$ cat src/sdram_mode_params.svh
// Constants shared by the mode register bank and its controller.
`ifndef SDRAM_MODE_PARAMS_SVH
`define SDRAM_MODE_PARAMS_SVH
`define CLOCK_PERIOD_NS 8
`define ADDR_DEVICE_INFO 8'h00
`define ADDR_FEATURE_ONE 8'h01
`define ADDR_FEATURE_TWO 8'h02
`define ADDR_CALIBRATION 8'h0A
`define BURST_CODE_BL8 3'h3
`define WR_CODE_RESET 3'h0
`define WR_EXTEND_RESET 1'h1
`define LATENCY_CODE_RESET 4'h8
`define MASK_FEATURE_ONE 8'hE7
`define MASK_FEATURE_TWO 8'hDF
`define BIT_INIT_BUSY 0
`define POS_SELFTEST 3
`define BIT_WR_EXTEND 4
`define BIT_SET_SELECT 6
`define BIT_WR_LEVEL 7
`define POS_WR_CODE 5
`define SELFTEST_NOT_RUN 2'h0
`define SELFTEST_TIED_HIGH 2'h1
`define SELFTEST_SHORTED 2'h2
`define CAL_INIT 8'hFF
`define CAL_LONG 8'hAB
`define CAL_SHORT 8'h56
`define CAL_RESET 8'hC3
`define ZQ_INIT_NS 1000
`define ZQ_INIT_CYCLES ((`ZQ_INIT_NS + `CLOCK_PERIOD_NS - 1) / `CLOCK_PERIOD_NS)
`define INIT_CYCLES_DEFAULT 200
`define STROBE_HALF_CYCLES 4'h8
`define STROBE_EDGES 3'h4
`define LINK_HALF_CYCLES 4'h4
`define READ_TIMEOUT_CYCLES 8'hFF
`define REG_TARGET 4'h0
`define REG_OPERAND 4'h1
`define REG_COMMAND 4'h2
`define REG_STATUS 4'h3
`define REG_RESULT 4'h4
`define BIT_CMD_WRITE 0
`endif

$ cat src/sdram_mode_pkg.sv
// Types and decode functions shared by both ends of the link.
`default_nettype none
package sdram_mode_pkg;
   typedef enum logic [1:0] {C_IDLE, C_ARM, C_HOLD, C_WAIT} ctrl_state_t;
   typedef enum logic {A_IDLE, A_DRIVE} answer_state_t;

   // Returns the write recovery count, or zero for a reserved code.
   function automatic logic [4:0] wr_decode(input logic extend, input logic [2:0] code);
      logic [4:0] cycles;
      cycles = 5'h00;
      if (!extend) begin
         case (code)
            3'h1: cycles = 5'h03;
            3'h4: cycles = 5'h06;
            3'h6: cycles = 5'h08;
            3'h7: cycles = 5'h09;
            default: cycles = 5'h00;
         endcase
      end else begin
         case (code)
            3'h0: cycles = 5'h0A;
            3'h1: cycles = 5'h0B;
            3'h2: cycles = 5'h0C;
            3'h4: cycles = 5'h0E;
            3'h6: cycles = 5'h10;
            default: cycles = 5'h00;
         endcase
      end
      return cycles;
   endfunction: wr_decode

   // Returns {read latency, write latency}, or zero for a reserved code.
   function automatic logic [7:0] latency_decode(input logic [3:0] code);
      logic [7:0] pair;
      pair = 8'h00;
      case (code)
         4'h4: pair = 8'h63;
         4'h6: pair = 8'h84;
         4'h7: pair = 8'h95;
         4'h8: pair = 8'hA6;
         4'h9: pair = 8'hB6;
         4'hA: pair = 8'hC6;
         4'hC: pair = 8'hE8;
         default: pair = 8'h00;
      endcase
      return pair;
   endfunction: latency_decode

   // True for an address that is wholly reserved.
   function automatic logic reserved_addr(input logic [7:0] addr);
      return (addr == 8'h09) || (addr >= 8'h0C && addr <= 8'h0F) || (addr >= 8'h12 && addr <= 8'h1F) ||
         (addr >= 8'h31 && addr <= 8'h3E) || (addr >= 8'h40);
   endfunction: reserved_addr
endpackage: sdram_mode_pkg
`default_nettype wire

$ cat src/sdram_mode_link.sv
// Command and data link between the register bank and its controller.
`timescale 1ns/1ps
`default_nettype none
interface sdram_mode_link;
   logic linkClk;
   logic cmdSelect;
   logic cmdWrite;
   logic [7:0] modeRegAddr;
   logic [7:0] operandBits;
   logic [7:0] dqOut;
   logic dqOe;
   logic dqsT;
   logic dqsC;
   logic [7:0] dq;
   // The data bus reads low when undriven.
   assign dq = dqOe ? dqOut : 8'h00;
   modport device(input linkClk, input cmdSelect, input cmdWrite, input modeRegAddr, input operandBits,
      output dqOut, output dqOe, output dqsT, output dqsC);
   modport controller(output linkClk, output cmdSelect, output cmdWrite, output modeRegAddr,
      output operandBits, input dq, input dqOe, input dqsT, input dqsC);
endinterface: sdram_mode_link
`default_nettype wire

$ cat src/sdram_mode_reg_bank.sv
// Device end: device information and two feature mode registers.
`timescale 1ns/1ps
`default_nettype none
`include "sdram_mode_params.svh"
// Notes on behaviour
// - controller writes reserved bits as zero
// - reserved bits of readable registers read zero
// - unreadable registers return junk, strobes still toggle
// - controller never writes wholly reserved registers
// - writes to read-only register change nothing
// - info bit 0 high while initialising
// - info bits 4:3 give impedance self test
// - self test updates after init calibration
// - failed self test ignores later calibration
// - info bits 6 and 7 read zero
// - burst length code 011 only
// - write recovery table without extension
// - write recovery table with extension
// - write recovery delays auto-precharge start; not modelled here, the bank only outputs writeRecoveryCycles
// - burst starts at even column, wraps eight
// - feature two bits 3:0 pick latencies
// - feature two bit 4 selects recovery table
// - only write latency set A accepted
// - read and write commands carry address
module sdram_mode_reg_bank
   import sdram_mode_pkg::*;
#(
   parameter int INIT_CYCLES = `INIT_CYCLES_DEFAULT
) (
   input wire logic clock,
   input wire logic sys_rst,
   sdram_mode_link.device link,
   input wire logic [1:0] zqPinCode,
   input wire logic [2:0] burstStartColumn,
   output logic autoInitBusy,
   output logic [2:0] burstLengthCode,
   output logic [4:0] writeRecoveryCycles,
   output logic writeRecoveryExtend,
   output logic [3:0] readLatency,
   output logic [3:0] writeLatency,
   output logic writeLatencySetSelect,
   output logic writeLeveling,
   output logic [1:0] impedanceSelftestResult,
   output logic factoryTrim,
   output logic calibrationBusy,
   output logic [23:0] burstOrder
);
   localparam int SYNC_W = 21;
   localparam int CAL_W = 16;

   logic [SYNC_W-1:0] syncFirst;
   logic [SYNC_W-1:0] syncSecond;
   logic prevLinkClk;
   logic [31:0] initCount;
   logic [CAL_W-1:0] calCount;
   logic calIsInit;
   logic [7:0] readData;
   answer_state_t answerState;
   logic [3:0] halfCount;
   logic [2:0] edgesLeft;
   logic strobe;
   logic [4:0] decodedWr;
   logic [7:0] decodedLatency;

   wire sLinkClk = syncSecond[20];
   wire sSelect = syncSecond[19];
   wire sWrite = syncSecond[18];
   wire [7:0] sAddr = syncSecond[17:10];
   wire [7:0] sOperand = syncSecond[9:2];
   wire [1:0] sZqPin = syncSecond[1:0];
   wire linkRise = sLinkClk & ~prevLinkClk;
   wire taken = linkRise & sSelect;
   wire writeTaken = taken & sWrite;
   wire readTaken = taken & ~sWrite;
   // The read-only info register has no write path at all.
   wire writeOne = writeTaken && (sAddr == `ADDR_FEATURE_ONE);
   wire writeTwo = writeTaken && (sAddr == `ADDR_FEATURE_TWO);
   wire writeCal = writeTaken && (sAddr == `ADDR_CALIBRATION);
   wire [2:0] newWrCode = sOperand[`POS_WR_CODE +: 3];
   wire burstOk = sOperand[2:0] == `BURST_CODE_BL8;
   wire [4:0] newWrCycles = wr_decode(writeRecoveryExtend, newWrCode);
   wire [7:0] newLatency = latency_decode(sOperand[3:0]);
   wire setAOnly = ~sOperand[`BIT_SET_SELECT];
   wire calCodeValid = (sOperand == `CAL_INIT) || (sOperand == `CAL_LONG) || (sOperand == `CAL_SHORT) ||
      (sOperand == `CAL_RESET);
   wire calStart = writeCal && calCodeValid && !factoryTrim && !calibrationBusy;
   wire calDone = calibrationBusy && (calCount == CAL_W'(1));
   // Reserved bits, bits 6 and 7 too, read zero.
   wire [7:0] infoValue = {3'h0, impedanceSelftestResult, 2'h0, autoInitBusy};
   // Unreadable registers answer zero, yet the strobes still run.
   wire [7:0] nextReadData = (sAddr == `ADDR_DEVICE_INFO) ? infoValue : 8'h00;
   wire halfWrap = halfCount == `STROBE_HALF_CYCLES;

   always_ff @(posedge clock) begin
      syncFirst <= {link.linkClk, link.cmdSelect, link.cmdWrite, link.modeRegAddr, link.operandBits, zqPinCode};
      syncSecond <= syncFirst;
      prevLinkClk <= sLinkClk;
   end

   // Auto-initialisation runs for a fixed time.
   always_ff @(posedge clock) begin
      if (sys_rst) begin
         initCount <= 32'h0;
         autoInitBusy <= 1'b1;
      end else if (autoInitBusy) begin
         initCount <= initCount + 32'h1;
         autoInitBusy <= (initCount + 32'h1) < 32'(INIT_CYCLES);
      end
   end

   // Feature register one: burst length and write recovery.
   always_ff @(posedge clock) begin
      if (sys_rst) begin
         burstLengthCode <= `BURST_CODE_BL8;
         decodedWr <= wr_decode(`WR_EXTEND_RESET, `WR_CODE_RESET);
      end else if (writeOne) begin
         if (burstOk) begin
            burstLengthCode <= sOperand[2:0];
         end
         if (newWrCycles != 5'h00) begin
            decodedWr <= newWrCycles;
         end
      end
   end

   // Feature register two: latencies, recovery table and leveling.
   always_ff @(posedge clock) begin
      if (sys_rst) begin
         decodedLatency <= latency_decode(`LATENCY_CODE_RESET);
         writeRecoveryExtend <= `WR_EXTEND_RESET;
         writeLatencySetSelect <= 1'b0;
         writeLeveling <= 1'b0;
      end else if (writeTwo) begin
         if (newLatency != 8'h00 && setAOnly) begin
            decodedLatency <= newLatency;
         end
         writeRecoveryExtend <= sOperand[`BIT_WR_EXTEND];
         writeLeveling <= sOperand[`BIT_WR_LEVEL];
      end
   end

   always_ff @(posedge clock) begin
      writeRecoveryCycles <= decodedWr;
      readLatency <= decodedLatency[7:4];
      writeLatency <= decodedLatency[3:0];
   end

   // Impedance calibration and its self test result.
   always_ff @(posedge clock) begin
      if (sys_rst) begin
         calibrationBusy <= 1'b0;
         calCount <= '0;
         calIsInit <= 1'b0;
         impedanceSelftestResult <= `SELFTEST_NOT_RUN;
      end else if (calStart) begin
         calibrationBusy <= 1'b1;
         calCount <= CAL_W'(`ZQ_INIT_CYCLES);
         calIsInit <= sOperand == `CAL_INIT;
      end else if (calibrationBusy) begin
         calCount <= calCount - CAL_W'(1);
         if (calDone) begin
            calibrationBusy <= 1'b0;
            if (calIsInit) begin
               impedanceSelftestResult <= sZqPin;
            end
         end
      end
   end

   // Factory trim takes over after a failed self test.
   always_ff @(posedge clock) begin
      if (sys_rst) begin
         factoryTrim <= 1'b0;
      end else begin
         factoryTrim <= (impedanceSelftestResult == `SELFTEST_TIED_HIGH) ||
            (impedanceSelftestResult == `SELFTEST_SHORTED);
      end
   end

   // Read answer: data on the bus, then a burst of strobe edges.
   always_ff @(posedge clock) begin
      if (sys_rst) begin
         answerState <= A_IDLE;
         readData <= 8'h00;
         halfCount <= 4'h0;
         edgesLeft <= 3'h0;
         strobe <= 1'b0;
      end else begin
         case (answerState)
            A_IDLE: begin
               strobe <= 1'b0;
               halfCount <= 4'h0;
               if (readTaken) begin
                  readData <= nextReadData;
                  edgesLeft <= `STROBE_EDGES;
                  answerState <= A_DRIVE;
               end
            end
            A_DRIVE: begin
               halfCount <= halfWrap ? 4'h1 : halfCount + 4'h1;
               if (halfWrap) begin
                  if (edgesLeft == 3'h0) begin
                     answerState <= A_IDLE;
                  end else begin
                     strobe <= ~strobe;
                     edgesLeft <= edgesLeft - 3'h1;
                  end
               end
            end
            default: answerState <= A_IDLE;
         endcase
      end
   end

   assign link.dqOut = readData;
   assign link.dqOe = answerState == A_DRIVE;
   assign link.dqsT = strobe;
   assign link.dqsC = ~strobe;

   // Burst address order; column bit 0 is implied zero.
   always_ff @(posedge clock) begin
      for (int i = 0; i < 8; i++) begin
         burstOrder[i*3 +: 3] <= {burstStartColumn[2:1], 1'b0} + 3'(i);
      end
   end
endmodule: sdram_mode_reg_bank
`default_nettype wire

$ cat src/flat_wrapper.sv
// flat-port wrapper written by rule: the top's interface ports become plain ports
module sdram_mode_reg_bank_flat import sdram_mode_pkg::*;
#(
   parameter int INIT_CYCLES = `INIT_CYCLES_DEFAULT
)
  (clock, sys_rst, zqPinCode, burstStartColumn, autoInitBusy, burstLengthCode, writeRecoveryCycles, writeRecoveryExtend, readLatency, writeLatency, writeLatencySetSelect, writeLeveling, impedanceSelftestResult, factoryTrim, calibrationBusy, burstOrder, link_linkClk, link_cmdSelect, link_cmdWrite, link_modeRegAddr, link_operandBits, link_dqOut, link_dqOe, link_dqsT, link_dqsC);
  sdram_mode_link link_i ();
  input wire logic clock;
  input wire logic sys_rst;
  input wire logic [1:0] zqPinCode;
  input wire logic [2:0] burstStartColumn;
  output logic autoInitBusy;
  output logic [2:0] burstLengthCode;
  output logic [4:0] writeRecoveryCycles;
  output logic writeRecoveryExtend;
  output logic [3:0] readLatency;
  output logic [3:0] writeLatency;
  output logic writeLatencySetSelect;
  output logic writeLeveling;
  output logic [1:0] impedanceSelftestResult;
  output logic factoryTrim;
  output logic calibrationBusy;
  output logic [23:0] burstOrder;
  input wire logic [$bits(link_i.linkClk)-1:0] link_linkClk;
  input wire logic [$bits(link_i.cmdSelect)-1:0] link_cmdSelect;
  input wire logic [$bits(link_i.cmdWrite)-1:0] link_cmdWrite;
  input wire logic [$bits(link_i.modeRegAddr)-1:0] link_modeRegAddr;
  input wire logic [$bits(link_i.operandBits)-1:0] link_operandBits;
  output wire logic [$bits(link_i.dqOut)-1:0] link_dqOut;
  output wire logic [$bits(link_i.dqOe)-1:0] link_dqOe;
  output wire logic [$bits(link_i.dqsT)-1:0] link_dqsT;
  output wire logic [$bits(link_i.dqsC)-1:0] link_dqsC;
  assign link_i.linkClk = link_linkClk;
  assign link_i.cmdSelect = link_cmdSelect;
  assign link_i.cmdWrite = link_cmdWrite;
  assign link_i.modeRegAddr = link_modeRegAddr;
  assign link_i.operandBits = link_operandBits;
  assign link_dqOut = link_i.dqOut;
  assign link_dqOe = link_i.dqOe;
  assign link_dqsT = link_i.dqsT;
  assign link_dqsC = link_i.dqsC;
  sdram_mode_reg_bank #(.INIT_CYCLES(INIT_CYCLES)) u_core (.clock(clock), .sys_rst(sys_rst), .link(link_i), .zqPinCode(zqPinCode), .burstStartColumn(burstStartColumn), .autoInitBusy(autoInitBusy), .burstLengthCode(burstLengthCode), .writeRecoveryCycles(writeRecoveryCycles), .writeRecoveryExtend(writeRecoveryExtend), .readLatency(readLatency), .writeLatency(writeLatency), .writeLatencySetSelect(writeLatencySetSelect), .writeLeveling(writeLeveling), .impedanceSelftestResult(impedanceSelftestResult), .factoryTrim(factoryTrim), .calibrationBusy(calibrationBusy), .burstOrder(burstOrder));
endmodule
$ cat config.mk
export PLATFORM = sky130hd
export DESIGN_NAME = sdram_mode_reg_bank_flat
export DESIGN_NICKNAME = d
export VERILOG_FILES = /design/src/sdram_mode_pkg.sv /design/src/sdram_mode_link.sv /design/src/sdram_mode_reg_bank.sv /design/src/flat_wrapper.sv
export VERILOG_INCLUDE_DIRS = /design/src
export SDC_FILE = /design/constraint.sdc
export NUM_CORES = 1
export LEC_CHECK = 0
export ABC_AREA = 1
export BUFFER_PORTS_ARGS = -buffer_cell sky130_fd_sc_hd__clkbuf_2
export CAP_MARGIN = 20
export CELL_PAD_IN_SITES_DETAIL_PLACEMENT = 1
export CELL_PAD_IN_SITES_GLOBAL_PLACEMENT = 1
export CORE_MARGIN = 2
export CORE_UTILIZATION = 41
export DETAILED_ROUTE_END_ITERATION = 8
export GPL_TIMING_DRIVEN = 0
export HOLD_SLACK_MARGIN = 0.12
export PLACE_DENSITY_LB_ADDON = 0.1
export SYNTH_ARGS = -nofsm -noshare
export SYNTH_HDL_FRONTEND = slang
export SYNTH_SLANG_ARGS = --single-unit
$ cat constraint.sdc
create_clock -name clock -period 1.8 [get_ports clock]
set_input_delay 0.54 -clock clock [delete_from_list [all_inputs] [get_ports clock]]
set_output_delay 0.54 -clock clock [all_outputs]
set_load 0.005 [all_outputs]
==> metrics.yaml <==
grt_pass1_wl_um: 29500
antenna_found_initial: 0
overflow: 0
arrival_ps: 2210
yosysMostFrequentCell: "nand2_1"
synth_top_cell_area_share_pct: 47.0
final.setup.worst_slack_ps: -38.3
ys_seq_area_share_pct: 47.0
cts_buffers: 17
vias_per_cell: 4.98
crit_chain: "ha_4 -> inv_1 -> nor2_4 -> nand2_2 -> nor2_1 -> xor2_1 -> nor2_1 -> nand2_1 -> nor2_2 -> nand3_1 -> nand2_1"
synth_warnings: 0
die_w_um: 127
synth_cell_type_count: 34
worst_setup_path_end_kind: "register"
drive_gt1_share_pct: 23.4
hold_violations: 0
netlist_top_cells_count: "207 x nand2_1, 146 x dfxtp_1, 120 x nor2_1"
drtPass1Iterations: 4
cp_max_fo: 5
clkSinkCount: 146
drt_iter0_markers: 240
rsz0062_at_grt: "true"
finalCritPeriodShare_pct: 102
fp-row-count: 45
antenna_left: 0
r2r_cells: 11
ys_top_cells_by_area: "dfxtp_1 47%, nand2_1 12%, nor2_1 7.2%, inv_1 6.9%, o21ai_0 3.8%"
setup_violations: 1
vias: 5875
synthCells: 857
start_kind: "register"
n_antenna_cell: 0
cts_buffer_depth: 2
clock_latency_ps: 430
whs_ps: 206
drc: 0
required_ps: 2170
synth_edf_count: 0
core_area_um2: 15000
dieArea_um2: 16200
critPathKind: "reg -> reg"
fp.dieH_um: 127
wire_per_inst_um: 15.9
cts_tree: "built"
synthArstFlopShare_pct: 0
num-fill-cells: 1913
ys.flop_type: "dfxtp_1"
min_period_ps: 1840
port_buffers: 68
slew_headroom_pct: 57.9
setup_tns_ps: -38.3
worstMarginPinSlew_ps: 632
grt_max_degree: 17
grt_pass1_vias: 6038
ir_drop_mv: 0.787
cts-root-buf: "clkbuf_16"
globalRouteTotalUtil_pct: 23.0
cts_hold_buf: 0
hold_class: "in -> reg"
pwr_density_cell_nw_per_um2: 929
total_leakage_power_nw: 3.60
io-pin-count: 85
cp_slowest_stage_delay_ps: 380
synth_seq_cells: 146
htree_levels: 4
max_cap_viol_count: 0
area_delta_synth_final_pct: 26.2
postSynthAreaPerCell_um2: 7.26
whs_path_depth: 1
dp_hpwl_um: 13300
skew_ps: 6.22
wl_um: 18700
status: "finished, violations left"
clk_pin_slew_ps: 70
synth_area_um2: 6220
gp_congestion: 0.884
slowest_stage: "dfxtp_4"
power_mw: 7.30
slew_viol_final: 0
place_ws_ps: -558
violations: "negative setup slack"
final_nets: 1011
fmax_mhz: 544
initial_core_util_pct: 41.4
synth_area_leader_cell: "dfxtp_1"
-- placed cells by master, fill, tap and decap left out, types with 3 or more instances in the layout --
cell type and n:
o21bai_1 3, clkbuf_16 17, nand2_2 14, inv_6 4, a21oi_1 43, clkbuf_1 12, conb_1 14, buf_4 45
a211oi_1 3, nand3_2 4, nor2_4 13, clkbuf_2 69, clkinv_4 3, o21ai_0 45, nand4_1 12, nand2_1 194
xor2_1 7, o211ai_1 10, a31oi_1 5, nor3_1 8, ha_1 5, nor2_1 108, nand3_1 42, inv_8 4
nor2_2 12, inv_1 110, dfxtp_1 120, xnor2_1 5, inv_2 3, dfxtp_2 20, dfxtp_4 6
-- per-layer routing --
metal,routed length [um],GRT usage [%]
met1,7700,26.3
met2,9990,42.1
met4,360,7.56
met5,0,0
met3,699,5.61
-- repair_timing --
item,4_1_cts,5_1_grt
pin swaps,4,20
endpoints found under the setup margin,20,41
gates resized for setup,14,74
gates cloned,0,0
buffers inserted,8,13
hold endpoints to repair,0,0
-- final cells by class --
class                   instances  area [um^2]  area share [%]
inverters                     114          430            5.48
flip-flops and latches        146         2970            37.8
multi-input cells             570         2860            36.4
clock buffers                  17          425            5.42
clock inverters                15          188            2.39
repair buffers                 90          507            6.45
well taps                     188          235            3.00
plain buffers                  39          241            3.08
-- power breakdown --
group          leakage, nW  internal, mW  switching [mW]
registers             1.21          3.30          0.0475
clock network        0.303          2.11            1.58
logic                 2.09         0.117           0.149
total                 3.60          5.52            1.77
-- flip-flops by register name (all words and copies together), names as in the netlist --
signal                          flops
u_core.decodedLatency               8
u_core.link.dqOe                    1
u_core.factoryTrim                  1
u_core.halfCount                    4
u_core.writeRecoveryCycles          5
u_core.link.dqOut                   3
u_core.calibrationBusy              1
u_core.link.dqsT                    1
u_core.impedanceSelftestResult      2
u_core.syncFirst                   21
u_core.edgesLeft                    3
u_core.decodedWr                    5
u_core.writeLatency                 4
u_core.burstOrder                   6
u_core.prevLinkClk                  1
u_core.burstLengthCode              3
u_core.writeRecoveryExtend          1
u_core.calCount                    16
u_core.initCount                   32
u_core.writeLeveling                1
u_core.readLatency                  4
u_core.autoInitBusy                 1
u_core.calIsInit                    1
u_core.syncSecond                  21
-- critical path, delay by kind of cell, from the launching register on --
kind | cells | cell delay, ps
adder cells (fa/ha/maj) | 1 | 170
AND/OR/NAND/NOR | 8 | 1040
buffers and inverters | 1 | 80
flip-flops | 1 | 380
XOR/XNOR | 1 | 90
-- logic make-up (layout without fill, tap and decap cells) --
family                     Yosys count  count (layout)  share of synthesized area (%)
DFF                                146             146                           47.0
xor gates and xnor gates            12              12                           1.69
AOI/OAI and AO/OA                  119             119                           10.6
and+or+nand+nor                    418             418                           28.4
other                                2              14                          0.121
buffers and inverters              153             275                           10.7
adders and majority gates            7               7                           1.41
-- per-stage QoR --
stage / util, % / std cells / instance area [um^2]
5_1_grt: 52.2 / 1179 / 7850
2_1_floorplan: - / 869 / 6270
3_3_place_gp: 45.5 / 1125 / 6840
3_5_place_dp: 45.5 / 1126 / 6850
6_report: 52.2 / 1179 / 7850
4_1_cts: 50.3 / 1166 / 7560
-- final timing paths --
| check | from | endpoint | slack [ps] |
|---|---|---|---|
| hold reg to reg | u_core.syncFirst[9] | u_core.syncSecond[9] | 330 |
| hold / removal | link_modeRegAddr[7] | u_core.syncFirst[17] | 210 |
| setup reg to reg | u_core.initCount[1] | u_core.autoInitBusy | -40 |
| setup / recovery | u_core.initCount[1] | u_core.autoInitBusy | -40 |
Note: power is estimated with default switching activity, not from simulation.
